--- src/tsr_defs.svh ---
// Register offsets, field positions and reset values of the status readout block
`ifndef TSR_DEFS_SVH
`define TSR_DEFS_SVH
// ----------------------------------------
// Register indices (byte address = 4 * index)
// ----------------------------------------
`define TSR_IDX_NOISE_MARGIN   4'h2
`define TSR_IDX_COEF_LOW       4'h3
`define TSR_IDX_COEF_HIGH      4'h4
`define TSR_IDX_ACT_SUBSTATE   4'h5
`define TSR_IDX_GAIN_STATE     4'h6
`define TSR_IDX_COEF_SELECT    4'h8
// ----------------------------------------
// Field positions of gain_and_activation_state
// ----------------------------------------
`define TSR_ST_HIGH_BIT        7
`define TSR_ST_MID_BIT         6
`define TSR_DGAIN_MSB          5
`define TSR_DGAIN_LSB          4
`define TSR_ST_LOW_BIT         3
`define TSR_AGAIN_MSB          2
`define TSR_AGAIN_LSB          0
// ----------------------------------------
// Reset values and codes
// ----------------------------------------
`define TSR_RST_BYTE           8'h00
`define TSR_RST_WORD           16'h0000
`define TSR_SUB_IDLE           4'h0
`define TSR_MODE_FRAMED_A      3'h6
`define TSR_MODE_FRAMED_B      3'h7
`define TSR_SYNC_STAGES        2
`endif

--- src/tsr_pkg.sv ---
// Types shared by the status readout block
package tsr_pkg;
   // ----------------------------------------
   // Top-level activation state codes
   // ----------------------------------------
   typedef enum logic [2:0] {
      TSR_INACTIVE    = 3'h0,
      TSR_ACTIVATING  = 3'h1,
      TSR_ACTIVE_TMR  = 3'h2,
      TSR_ACTIVE_FRM  = 3'h3,
      TSR_PEND_DEACT  = 3'h4,
      TSR_DEACTIVATED = 3'h5,
      TSR_UNUSED      = 3'h6,
      TSR_TIMEOUT_ACT = 3'h7
   } tsr_act_state_type;

   // ----------------------------------------
   // Activating phases reported by the training sequencer
   // ----------------------------------------
   typedef enum logic [3:0] {
      TSR_PH_WAIT          = 4'h0,
      TSR_PH_PRE_GAIN      = 4'h1,
      TSR_PH_PRE_ECHO      = 4'h2,
      TSR_PH_SIGNAL_DETECT = 4'h3,
      TSR_PH_ANALOG_GAIN   = 4'h4,
      TSR_PH_ECHO_CANCEL   = 4'h5,
      TSR_PH_PHASE_LOCK1   = 4'h6,
      TSR_PH_PHASE_LOCK2   = 4'h7,
      TSR_PH_FOUR_LEVEL    = 4'h8,
      TSR_PH_FRAME_DETECT  = 4'h9
   } tsr_phase_type;

   // ----------------------------------------
   // Status sources from the data pump core
   // ----------------------------------------
   typedef struct packed {
      logic [7:0]        noise_margin;
      tsr_act_state_type act_state;
      tsr_phase_type     phase;
      logic              master_role;
      logic [2:0]        op_mode;
      logic [1:0]        digital_gain_code;
      logic [2:0]        analog_gain_code;
      logic              micro_interrupt;
      logic              rx_data;
   } tsr_status_type;

   // ----------------------------------------
   // Whole state of the readout block
   // ----------------------------------------
   typedef struct packed {
      logic [7:0]  noise_margin;
      logic [15:0] coef_word;
      logic [3:0]  substate;
      logic [7:0]  gain_state;
      logic [7:0]  coef_select;
      logic [1:0]  strobe_sync;
      logic        strobe_prev;
      logic        rxd;
      logic        pready;
      logic        pslverr;
      logic [31:0] prdata;
   } tsr_state_type;
endpackage : tsr_pkg

--- src/tsr_status_readout.sv ---
// APB status readout register bank of the line transceiver
//
// The APB register port was decided locally.
`timescale 1ns/1ps
`include "tsr_defs.svh"

// Overview of operation
// - Noise margin reads as signed 8-bit code, half dB per step.
// - Host writes coefficient index first; device then shows that coefficient.
// - Coefficient bits 7:0 read at low byte, bits 15:8 at high byte.
// - Coefficient word refreshed on every rising frame strobe edge.
// - Low coefficient byte at index 3, high byte at index 4.
// - Status registers are read-only; contents meaningless until first update.
// - Substate code reads 0000 outside the Activating state.
// - Master substate codes 0001 to 1000, pre-gain through frame detect.
// - Slave substate codes 0001 to 0111, wait through frame detect.
// - Frame detect phase only in operating modes 6 and 7, skipped otherwise.
// - State indicator bits sit at B7, B6, B3, most significant first.
// - Digital gain code at B5:B4, gain of two to the code.
// - Analog gain code at B2:B0, -12 dB to +2 dB in 2 dB steps.
// - State codes 000 to 101 as the activation state list gives.
// - Code 111 is micro-interruption time-out or transparent/independent Active.
// - Receive data driven only while Active, held high otherwise.
module tsr_status_readout
   import tsr_pkg::*;
(
   input  wire logic           clk_in,
   input  wire logic           nrst_in,
   input  wire logic           psel_in,
   input  wire logic           penable_in,
   input  wire logic           pwrite_in,
   input  wire logic [11:0]    paddr_in,
   input  wire logic [31:0]    pwdata_in,
   output logic      [31:0]    prdata_out,
   output logic                pready_out,
   output logic                pslverr_out,
   input  wire tsr_status_type status_in,
   input  wire logic [15:0]    coef_value_in,
   input  wire logic           frame_strobe_in,
   output logic      [7:0]     coef_select_out,
   output logic                rxd_out
);

   // ----------------------------------------
   // Helper functions
   // ----------------------------------------
   function automatic logic is_framed(input logic [2:0] mode);
      is_framed = (mode == `TSR_MODE_FRAMED_A) || (mode == `TSR_MODE_FRAMED_B);
   endfunction : is_framed

   // Active covers both Active codes and code 111 outside a micro-interruption
   function automatic logic is_active(input tsr_status_type s);
      is_active = (s.act_state == TSR_ACTIVE_TMR) || (s.act_state == TSR_ACTIVE_FRM) ||
                  ((s.act_state == TSR_TIMEOUT_ACT) && !s.micro_interrupt);
   endfunction : is_active

   // Phase to reported code; a phase the role does not have reports idle
   function automatic logic [3:0] phase_code(input tsr_phase_type ph, input logic master);
      logic [3:0] c;
      c = `TSR_SUB_IDLE;
      if (master) begin
         unique case (ph)
            TSR_PH_PRE_GAIN:      c = 4'h1;
            TSR_PH_PRE_ECHO:      c = 4'h2;
            TSR_PH_SIGNAL_DETECT: c = 4'h3;
            TSR_PH_ANALOG_GAIN:   c = 4'h4;
            TSR_PH_ECHO_CANCEL:   c = 4'h5;
            TSR_PH_PHASE_LOCK1:   c = 4'h6;
            TSR_PH_FOUR_LEVEL:    c = 4'h7;
            TSR_PH_FRAME_DETECT:  c = 4'h8;
            default:              c = `TSR_SUB_IDLE;
         endcase
      end else begin
         unique case (ph)
            TSR_PH_WAIT:          c = 4'h1;
            TSR_PH_ANALOG_GAIN:   c = 4'h2;
            TSR_PH_ECHO_CANCEL:   c = 4'h3;
            TSR_PH_PHASE_LOCK1:   c = 4'h4;
            TSR_PH_PHASE_LOCK2:   c = 4'h5;
            TSR_PH_FOUR_LEVEL:    c = 4'h6;
            TSR_PH_FRAME_DETECT:  c = 4'h7;
            default:              c = `TSR_SUB_IDLE;
         endcase
      end
      phase_code = c;
   endfunction : phase_code

   function automatic logic [3:0] reg_index(input logic [11:0] addr);
      reg_index = addr[5:2];
   endfunction : reg_index

   // ----------------------------------------
   // State
   // ----------------------------------------
   tsr_state_type st_q;
   tsr_state_type st_d;
   logic          strobe_rise;
   logic          access;
   logic          mapped;
   logic          writable;
   logic [7:0]    rd_byte;
   logic [3:0]    idx;

   assign strobe_rise = st_q.strobe_sync[1] && !st_q.strobe_prev;
   assign idx         = reg_index(paddr_in);
   assign access      = psel_in && penable_in;

   // ----------------------------------------
   // Register read decode
   // ----------------------------------------
   always_comb begin
      rd_byte  = `TSR_RST_BYTE;
      mapped   = 1'b1;
      writable = 1'b0;
      if (paddr_in[1:0] != 2'b00 || paddr_in[11:6] != 6'h00) begin
         mapped = 1'b0;
      end else begin
         unique case (idx)
            `TSR_IDX_NOISE_MARGIN: rd_byte = st_q.noise_margin;
            `TSR_IDX_COEF_LOW:     rd_byte = st_q.coef_word[7:0];
            `TSR_IDX_COEF_HIGH:    rd_byte = st_q.coef_word[15:8];
            `TSR_IDX_ACT_SUBSTATE: rd_byte = {4'h0, st_q.substate};
            `TSR_IDX_GAIN_STATE:   rd_byte = st_q.gain_state;
            `TSR_IDX_COEF_SELECT: begin
               rd_byte  = st_q.coef_select;
               writable = 1'b1;
            end
            default:               mapped = 1'b0;
         endcase
      end
   end

   // ----------------------------------------
   // Next state
   // ----------------------------------------
   always_comb begin
      st_d = st_q;
      // Pin strobe crosses in through two flops before the edge detector
      st_d.strobe_sync = {st_q.strobe_sync[0], frame_strobe_in};
      st_d.strobe_prev = st_q.strobe_sync[1];

      // Margin code is passed through unchanged, so scaling stays with the core
      st_d.noise_margin = status_in.noise_margin;

      // The core maps coef_select to coef_value_in; latched only on a strobe
      if (strobe_rise) begin
         st_d.coef_word = coef_value_in;
      end

      if (status_in.act_state != TSR_ACTIVATING) begin
         st_d.substate = `TSR_SUB_IDLE;
      end else if (status_in.phase == TSR_PH_FRAME_DETECT && !is_framed(status_in.op_mode)) begin
         st_d.substate = st_q.substate;
      end else begin
         st_d.substate = phase_code(status_in.phase, status_in.master_role);
      end

      st_d.gain_state[`TSR_ST_HIGH_BIT] = status_in.act_state[2];
      st_d.gain_state[`TSR_ST_MID_BIT]  = status_in.act_state[1];
      st_d.gain_state[`TSR_ST_LOW_BIT]  = status_in.act_state[0];
      st_d.gain_state[`TSR_DGAIN_MSB:`TSR_DGAIN_LSB] = status_in.digital_gain_code;
      st_d.gain_state[`TSR_AGAIN_MSB:`TSR_AGAIN_LSB] = status_in.analog_gain_code;

      st_d.rxd = is_active(status_in) ? status_in.rx_data : 1'b1;

      // Two-cycle access: pready rises in the second access cycle
      st_d.pready  = 1'b0;
      st_d.pslverr = 1'b0;
      if (access && !st_q.pready) begin
         st_d.pready  = 1'b1;
         st_d.pslverr = !mapped || (pwrite_in && !writable);
         st_d.prdata  = pwrite_in ? 32'h0000_0000 : {24'h00_0000, rd_byte};
      end
      // Write lands only at the edge where the master sees pready
      if (access && st_q.pready && pwrite_in && mapped && writable) begin
         st_d.coef_select = pwdata_in[7:0];
      end
   end

   always_ff @(posedge clk_in or negedge nrst_in) begin
      if (!nrst_in) begin
         st_q.noise_margin <= `TSR_RST_BYTE;
         st_q.coef_word    <= `TSR_RST_WORD;
         st_q.substate     <= `TSR_SUB_IDLE;
         st_q.gain_state   <= `TSR_RST_BYTE;
         st_q.coef_select  <= `TSR_RST_BYTE;
         st_q.strobe_sync  <= 2'b00;
         st_q.strobe_prev  <= 1'b0;
         st_q.rxd          <= 1'b1;
         st_q.pready       <= 1'b0;
         st_q.pslverr      <= 1'b0;
         st_q.prdata       <= 32'h0000_0000;
      end else begin
         st_q <= st_d;
      end
   end

   assign prdata_out      = st_q.prdata;
   assign pready_out      = st_q.pready;
   assign pslverr_out     = st_q.pslverr;
   assign coef_select_out = st_q.coef_select;
   assign rxd_out         = st_q.rxd;

   // ----------------------------------------
   // Checks
   // ----------------------------------------
   // Byte views for the coefficient read checks and the select write check
   logic [7:0]    coef_lo_w;
   logic [7:0]    coef_hi_w;
   logic [7:0]    wdata_lo_w;

   assign coef_lo_w  = st_q.coef_word[7:0];
   assign coef_hi_w  = st_q.coef_word[15:8];
   assign wdata_lo_w = pwdata_in[7:0];
endmodule : tsr_status_readout

--- config.mk ---
export PLATFORM = sky130hd
export DESIGN_NAME = tsr_status_readout
export DESIGN_NICKNAME = d
export VERILOG_FILES = /design/src/tsr_pkg.sv /design/src/tsr_status_readout.sv
export VERILOG_INCLUDE_DIRS = /design/src
export SDC_FILE = /design/constraint.sdc
export NUM_CORES = 1
export LEC_CHECK = 0
export ABC_AREA = 1
export BUFFER_PORTS_ARGS = -buffer_cell sky130_fd_sc_hd__buf_2
export CORE_MARGIN = 2
export CORE_UTILIZATION = 30
export CTS_CLUSTER_DIAMETER = 40
export DETAILED_ROUTE_END_ITERATION = 10
export PLACE_DENSITY_LB_ADDON = 0.25
export SYNTH_ARGS = -nofsm -noshare
export SYNTH_HDL_FRONTEND = slang
export SYNTH_SLANG_ARGS = --single-unit
--- constraint.sdc ---
create_clock -name clk_in -period 1.4 [get_ports clk_in]
set_input_delay 0.14 -clock clk_in [delete_from_list [all_inputs] [get_ports clk_in]]
set_output_delay 0.14 -clock clk_in [all_outputs]
set_load 0.02 [all_outputs]
Word-level counts from Yosys, hierarchy flattened
Memory sizes are Yosys's and may differ from the RTL's.
Index checks and enable logic that the tools add are counted.
Operators by class
  equal/unequal tests: 19
  multiplexer cells: 13
  reductions and logical operators: 25
Operators by type and width (count)
  one-hot mux 8 bit (6 select lines): 1
  two-way mux 34 bit: 1
  equality test 4 x 3 -> 1 bit (second input constant): 7
  one-hot mux 3 bit (7 select lines): 1
  two-way mux 8 bit: 2
  equality test 4 bit (second input constant): 3
  two-way mux 4 bit: 3
  logical AND 1 bit: 10
  equality test 3 bit (second input constant): 3
  equality test 4 x 2 -> 1 bit (second input constant): 2
  equality test 3 x 2 -> 1 bit (second input constant): 2
  zero test 1 bit: 6
  nonzero test 6 bit: 1
  OR reduction 6 bit: 1
  logical OR 1 bit: 5
  two-way mux 1 bit: 5
  zero test 4 bit: 1
  inequality test 3 x 1 -> 1 bit (second input constant): 1
  inequality test 2 bit (second input constant): 1
  nonzero test 2 bit: 1
Word-level totals
  register bits after elaboration: 82
  logic and storage cells: 69
  bits in read-only memories: 64
  input port bits: 92
  memories kept: 1
  output and inout port bits: 43
Memory list
  (name not given): depth 16, bits a word 4, rd ports 1, clocked after Yosys merged registers in 0, wr ports 0, line tsr_status_readout.sv:62  | unique case (ph)

Logic depth before layout (Yosys ltp)
  depth in word-level cells: 7
  gate-level depth with buffers: 9

Worst setup path before layout
Ideal clock, no wire load.
  path kind: register to register
  from: register st_q (netlist bit pready_out)
  to: register st_q (netlist bit prdata_out[0])
  clock period less this slack: 1348 ps
  buffers on the path: 0
  setup slack: 52 ps
  arrival: 1283 ps
  cell stages (with the launch flop): 7
  required time: 1335 ps
  cell sequence: dfrtp_1 -> nor2_1 -> inv_2 -> or2_2 -> nor2_4 -> nand2_1 -> nand2_1
Between the ends
  word-level cells in the longest chain between the ends: 2
RTL lines
  start: declaration: line tsr_status_readout.sv:95  | tsr_state_type st_q;
  start signal: assignment: line tsr_status_readout.sv:194  | st_q <= st_d;
  zero test 1 bit: line tsr_status_readout.sv:169  | if (access && !st_q.pready) begin
  logical AND 1 bit: line tsr_status_readout.sv:169
Every way passes these cells.
A chain may end at the register's enable or synchronous reset.

Worst setup path in the final report
  from: register st_q (netlist bit pready_out)
  to: register st_q (netlist bit prdata_out[4])
Same word-level chain as after synthesis.

==> flow_metrics.py <==
metrics = {
    "synthesis": {
        "synthSimpleGateAreaFrac_pct": 29.0,
        "synth-xor-area-share_pct": 0,
        "synthMuxAreaShare_pct": 4.96,
        "synth_adder_area_share_pct": 0,
        "ys_seq_area_share_pct": 49.3,
        "syn_area_sq_mm": 0.00295,
        "syn_avg_cell_area_sq_um": 8.35,
        "ys_ff_latch": 58,
        "synthCells": 353,
        "synth_top_family_by_area": "simple AND/OR/NAND/NOR gates",
        "synth.distinct_cells": 21,
        "synth_compound_area_share_pct": 2.12,
        "yosys_warnings": 0,
    },
    "global_route": {
        "grt_max_degree": 59,
        "grt_pass1_wl_mm": 11.2,
        "antenna_found_initial": 0,
        "track_usage_pct": 14.1,
        "gr-total-overflow": 0,
        "grt_pass1_vias": 2511,
    },
    "worst_setup_path": {
        "critical_path_required_ns": 1.68,
        "r2r_slack_ns": 0.10,
        "critPathSlowestCell": "dfrtp_1",
        "worst_path_largest_cell_delay_ns": 0.40,
        "crit_top_cell": "nand2_1",
        "r2r_end": "prdata_out[4]$_DFFE_PN0P_",
        "crit_fanout": 8,
        "worstPathCellList": "nor2_1 > inv_2 > or2_2 > nor2_4 > nand2_1 > nand2_1",
        "r2r_cells": 6,
        "start_kind": "flip-flop",
        "crit-reg2reg-launch": "pready_out$_DFF_PN0_",
        "crit_path_end_kind": "flip-flop",
        "arrival_ns": 1.58,
        "worstSetupPathType": "reg -> reg",
    },
    "clock_tree": {
        "htree_num_levels": 3,
        "cts_buffer_depth": 2,
        "clkSinkCount": 58,
        "cts_made_buffers": 9,
        "post-cts-setup-buffers": 0,
        "clkTransAtPathRegs_ns": 0.07,
        "insertion_delay_ns": 0.34,
        "root_buffer": "clkbuf_8",
        "cts_tree": "built",
    },
    "worst_hold_path": {
        "min_to": "coef_select_out[4]$_DFFE_PN0P_",
        "hold_path_class": "in -> reg",
        "min_path_cells": 3,
        "hp-start": "pwdata_in[4]",
    },
    "floorplan": {
        "core_area_sq_mm": 0.00964,
        "die_y_microns": 103,
        "ios": 135,
        "dieWidth_microns": 103,
        "dieArea_sq_mm": 0.0106,
        "start_util_pct": 30.6,
        "rows": 36,
    },
    "finish": {
        "num_antenna_cells": 0,
        "layout_commonest_cell": "nand2_1",
        "drive_gt1_share_pct": 29.6,
        "area_delta_synth_final_pct": 29.5,
        "stdcell_area_sq_mm": 0.00382,
        "fin_nets": 553,
        "final_cell_mix": "108 x nand2_1, 85 x buf_2, 57 x dfrtp_1, 53 x nand3_1, 28 x nor2_1",
        "fillers": 1031,
        "utilization_pct": 39.6,
    },
    "run": {
        "maxCapViolCount": 0,
    },
    "sta": {
        "clock_skew_ns": 0.0111,
        "final-hold-violation-count": 0,
        "slew_violations": 0,
        "max_freq_mhz": 772,
        "setup_viol": 0,
        "tns_ns": 0,
        "hold_slack_ns": 0.0240,
        "min_period_ns": 1.30,
        "rsz0062_at_grt": "false",
        "finalCritPeriodShare_pct": 92.5,
    },
    "placed_design": {
        "gp_congestion": 0.750,
        "placed_cell_area_sq_mm": 0.00343,
        "numPortBuffers": 85,
        "hpwl_mm": 5.37,
    },
    "pwr": {
        "peakVddDrop_mv": 0.521,
        "leakage_nw": 2.12,
        "finalPower_mw": 3.77,
        "p_per_area_mw_per_mm2": 986,
    },
    "route": {
        "totalWireLength_mm": 6.92,
        "drcViolationCount": 0,
        "drt-initial-drc-count": 81,
        "wl_per_cell_microns": 11.6,
        "vias": 2474,
        "ant_nets": 0,
        "dr.pass1.iters": 4,
        "vias_per_cell": 4.13,
    },
    "run_status": {
        "status": "completed",
    },
}
metrics by stage:
step | setup slack [ns] | std cells
after global routing | 0.0109 | 599
final | 0.104 | 599
after CTS | 0.0631 | 599
after global placement | 0.109 | 564
after floorplan | 0.0518 | 376
after detailed placement | 0.107 | 564
cells in the mapped netlist:
| master | instances | area (sq um) |
|---|---|---|
| nor3_4 | 1 | 16.3 |
| a21boi_0 | 1 | 7.51 |
| nand2_1 | 108 | 405 |
| dfrtp_1 | 57 | 1430 |
| inv_1 | 25 | 93.8 |
| nand2_4 | 1 | 11.3 |
| nor3_1 | 2 | 10.0 |
| inv_2 | 1 | 3.75 |
| dfstp_2 | 1 | 26.3 |
| a21oi_1 | 5 | 25.0 |
| nor2_1 | 28 | 105 |
| nand3_1 | 53 | 265 |
| conb_1 | 1 | 3.75 |
| buf_2 | 3 | 15.0 |
| mux2_2 | 13 | 146 |
| nand3b_1 | 1 | 7.51 |
| nor2_2 | 1 | 6.26 |
| o21ai_0 | 6 | 30.0 |
| nor2_4 | 2 | 22.5 |
| buf_4 | 42 | 315 |
| or2_2 | 1 | 6.26 |
worst max-delay path, delay by kind of cell, from the launching register on:
kind          cells  cell delay [ns]
flops             1             0.40
simple gates      5             0.79
buf+inv           1             0.05
cell families after synthesis:
group | Yosys count
simple gates | 198
buf+inv | 71
flops | 58
mux | 13
compound gates | 12
other cells | 1
how the worst max path moves through the flow:
stage / slack, ns / from / endpoint
6_report: 0.10 / pready_out$_DFF_PN0_ / prdata_out[4]$_DFFE_PN0P_
4_1_cts: 0.06 / status_in[17] / st_q[55]$_DFFE_PN0P_
3_3_place_gp: 0.11 / paddr_in[2] / coef_select_out[2]$_DFFE_PN0P_
5_1_grt: 0.01 / status_in[17] / st_q[55]$_DFFE_PN0P_
2_1_floorplan: 0.05 / pready_out$_DFF_PN0_ / prdata_out[0]$_DFFE_PN0P_
3_5_place_dp: 0.11 / paddr_in[2] / coef_select_out[2]$_DFFE_PN0P_
power breakdown:
group / total [mW] / switching, mW / leakage [nW] / internal [mW]
logic: 0.506 / 0.281 / 1.30 / 0.225
clock network: 1.44 / 0.659 / 0.0944 / 0.779
registers: 1.82 / 0.0444 / 0.722 / 1.78
total: 3.77 / 0.984 / 2.12 / 2.78
flip-flops by register name (all words and copies together), names as in the netlist:
register,cells
pslverr_out,1
st_q,21
coef_lo_w,8
prdata_out,8
rxd_out,1
st_d,2
coef_hi_w,8
pready_out,1
coef_select_out,8
repair_timing:
item,CTS,global route
resized for setup,0,2
endpoints found under the hold margin,75,0
endpoints found under the setup margin,0,3
hold buffers,19,0
final cells by class:
type	count	area (sq um)	share of cell area (%)
inverters	26	97.6	2.56
flip-flops and latches	58	1450	38.0
well taps	133	166	4.36
clock buffers	12	165	4.33
repair buffers	119	753	19.7
multi-input cells	247	1160	30.3
clock inverters	4	25.0	0.655
metal layers:
layer | wire length (microns) | global-route usage (%) | part of all wire (%) | vias up
met4 | 150 | 7.19 | 2.2 | 0
met3 | 345 | 2.78 | 5.0 | 11
met5 | 0 | 0 | 0 | -
met2 | 3520 | 25.0 | 51 | 73
met1 | 2910 | 16.0 | 42 | 1119
li1 | - | - | - | 1271
Note: power is estimated with default switching activity, not from simulation.
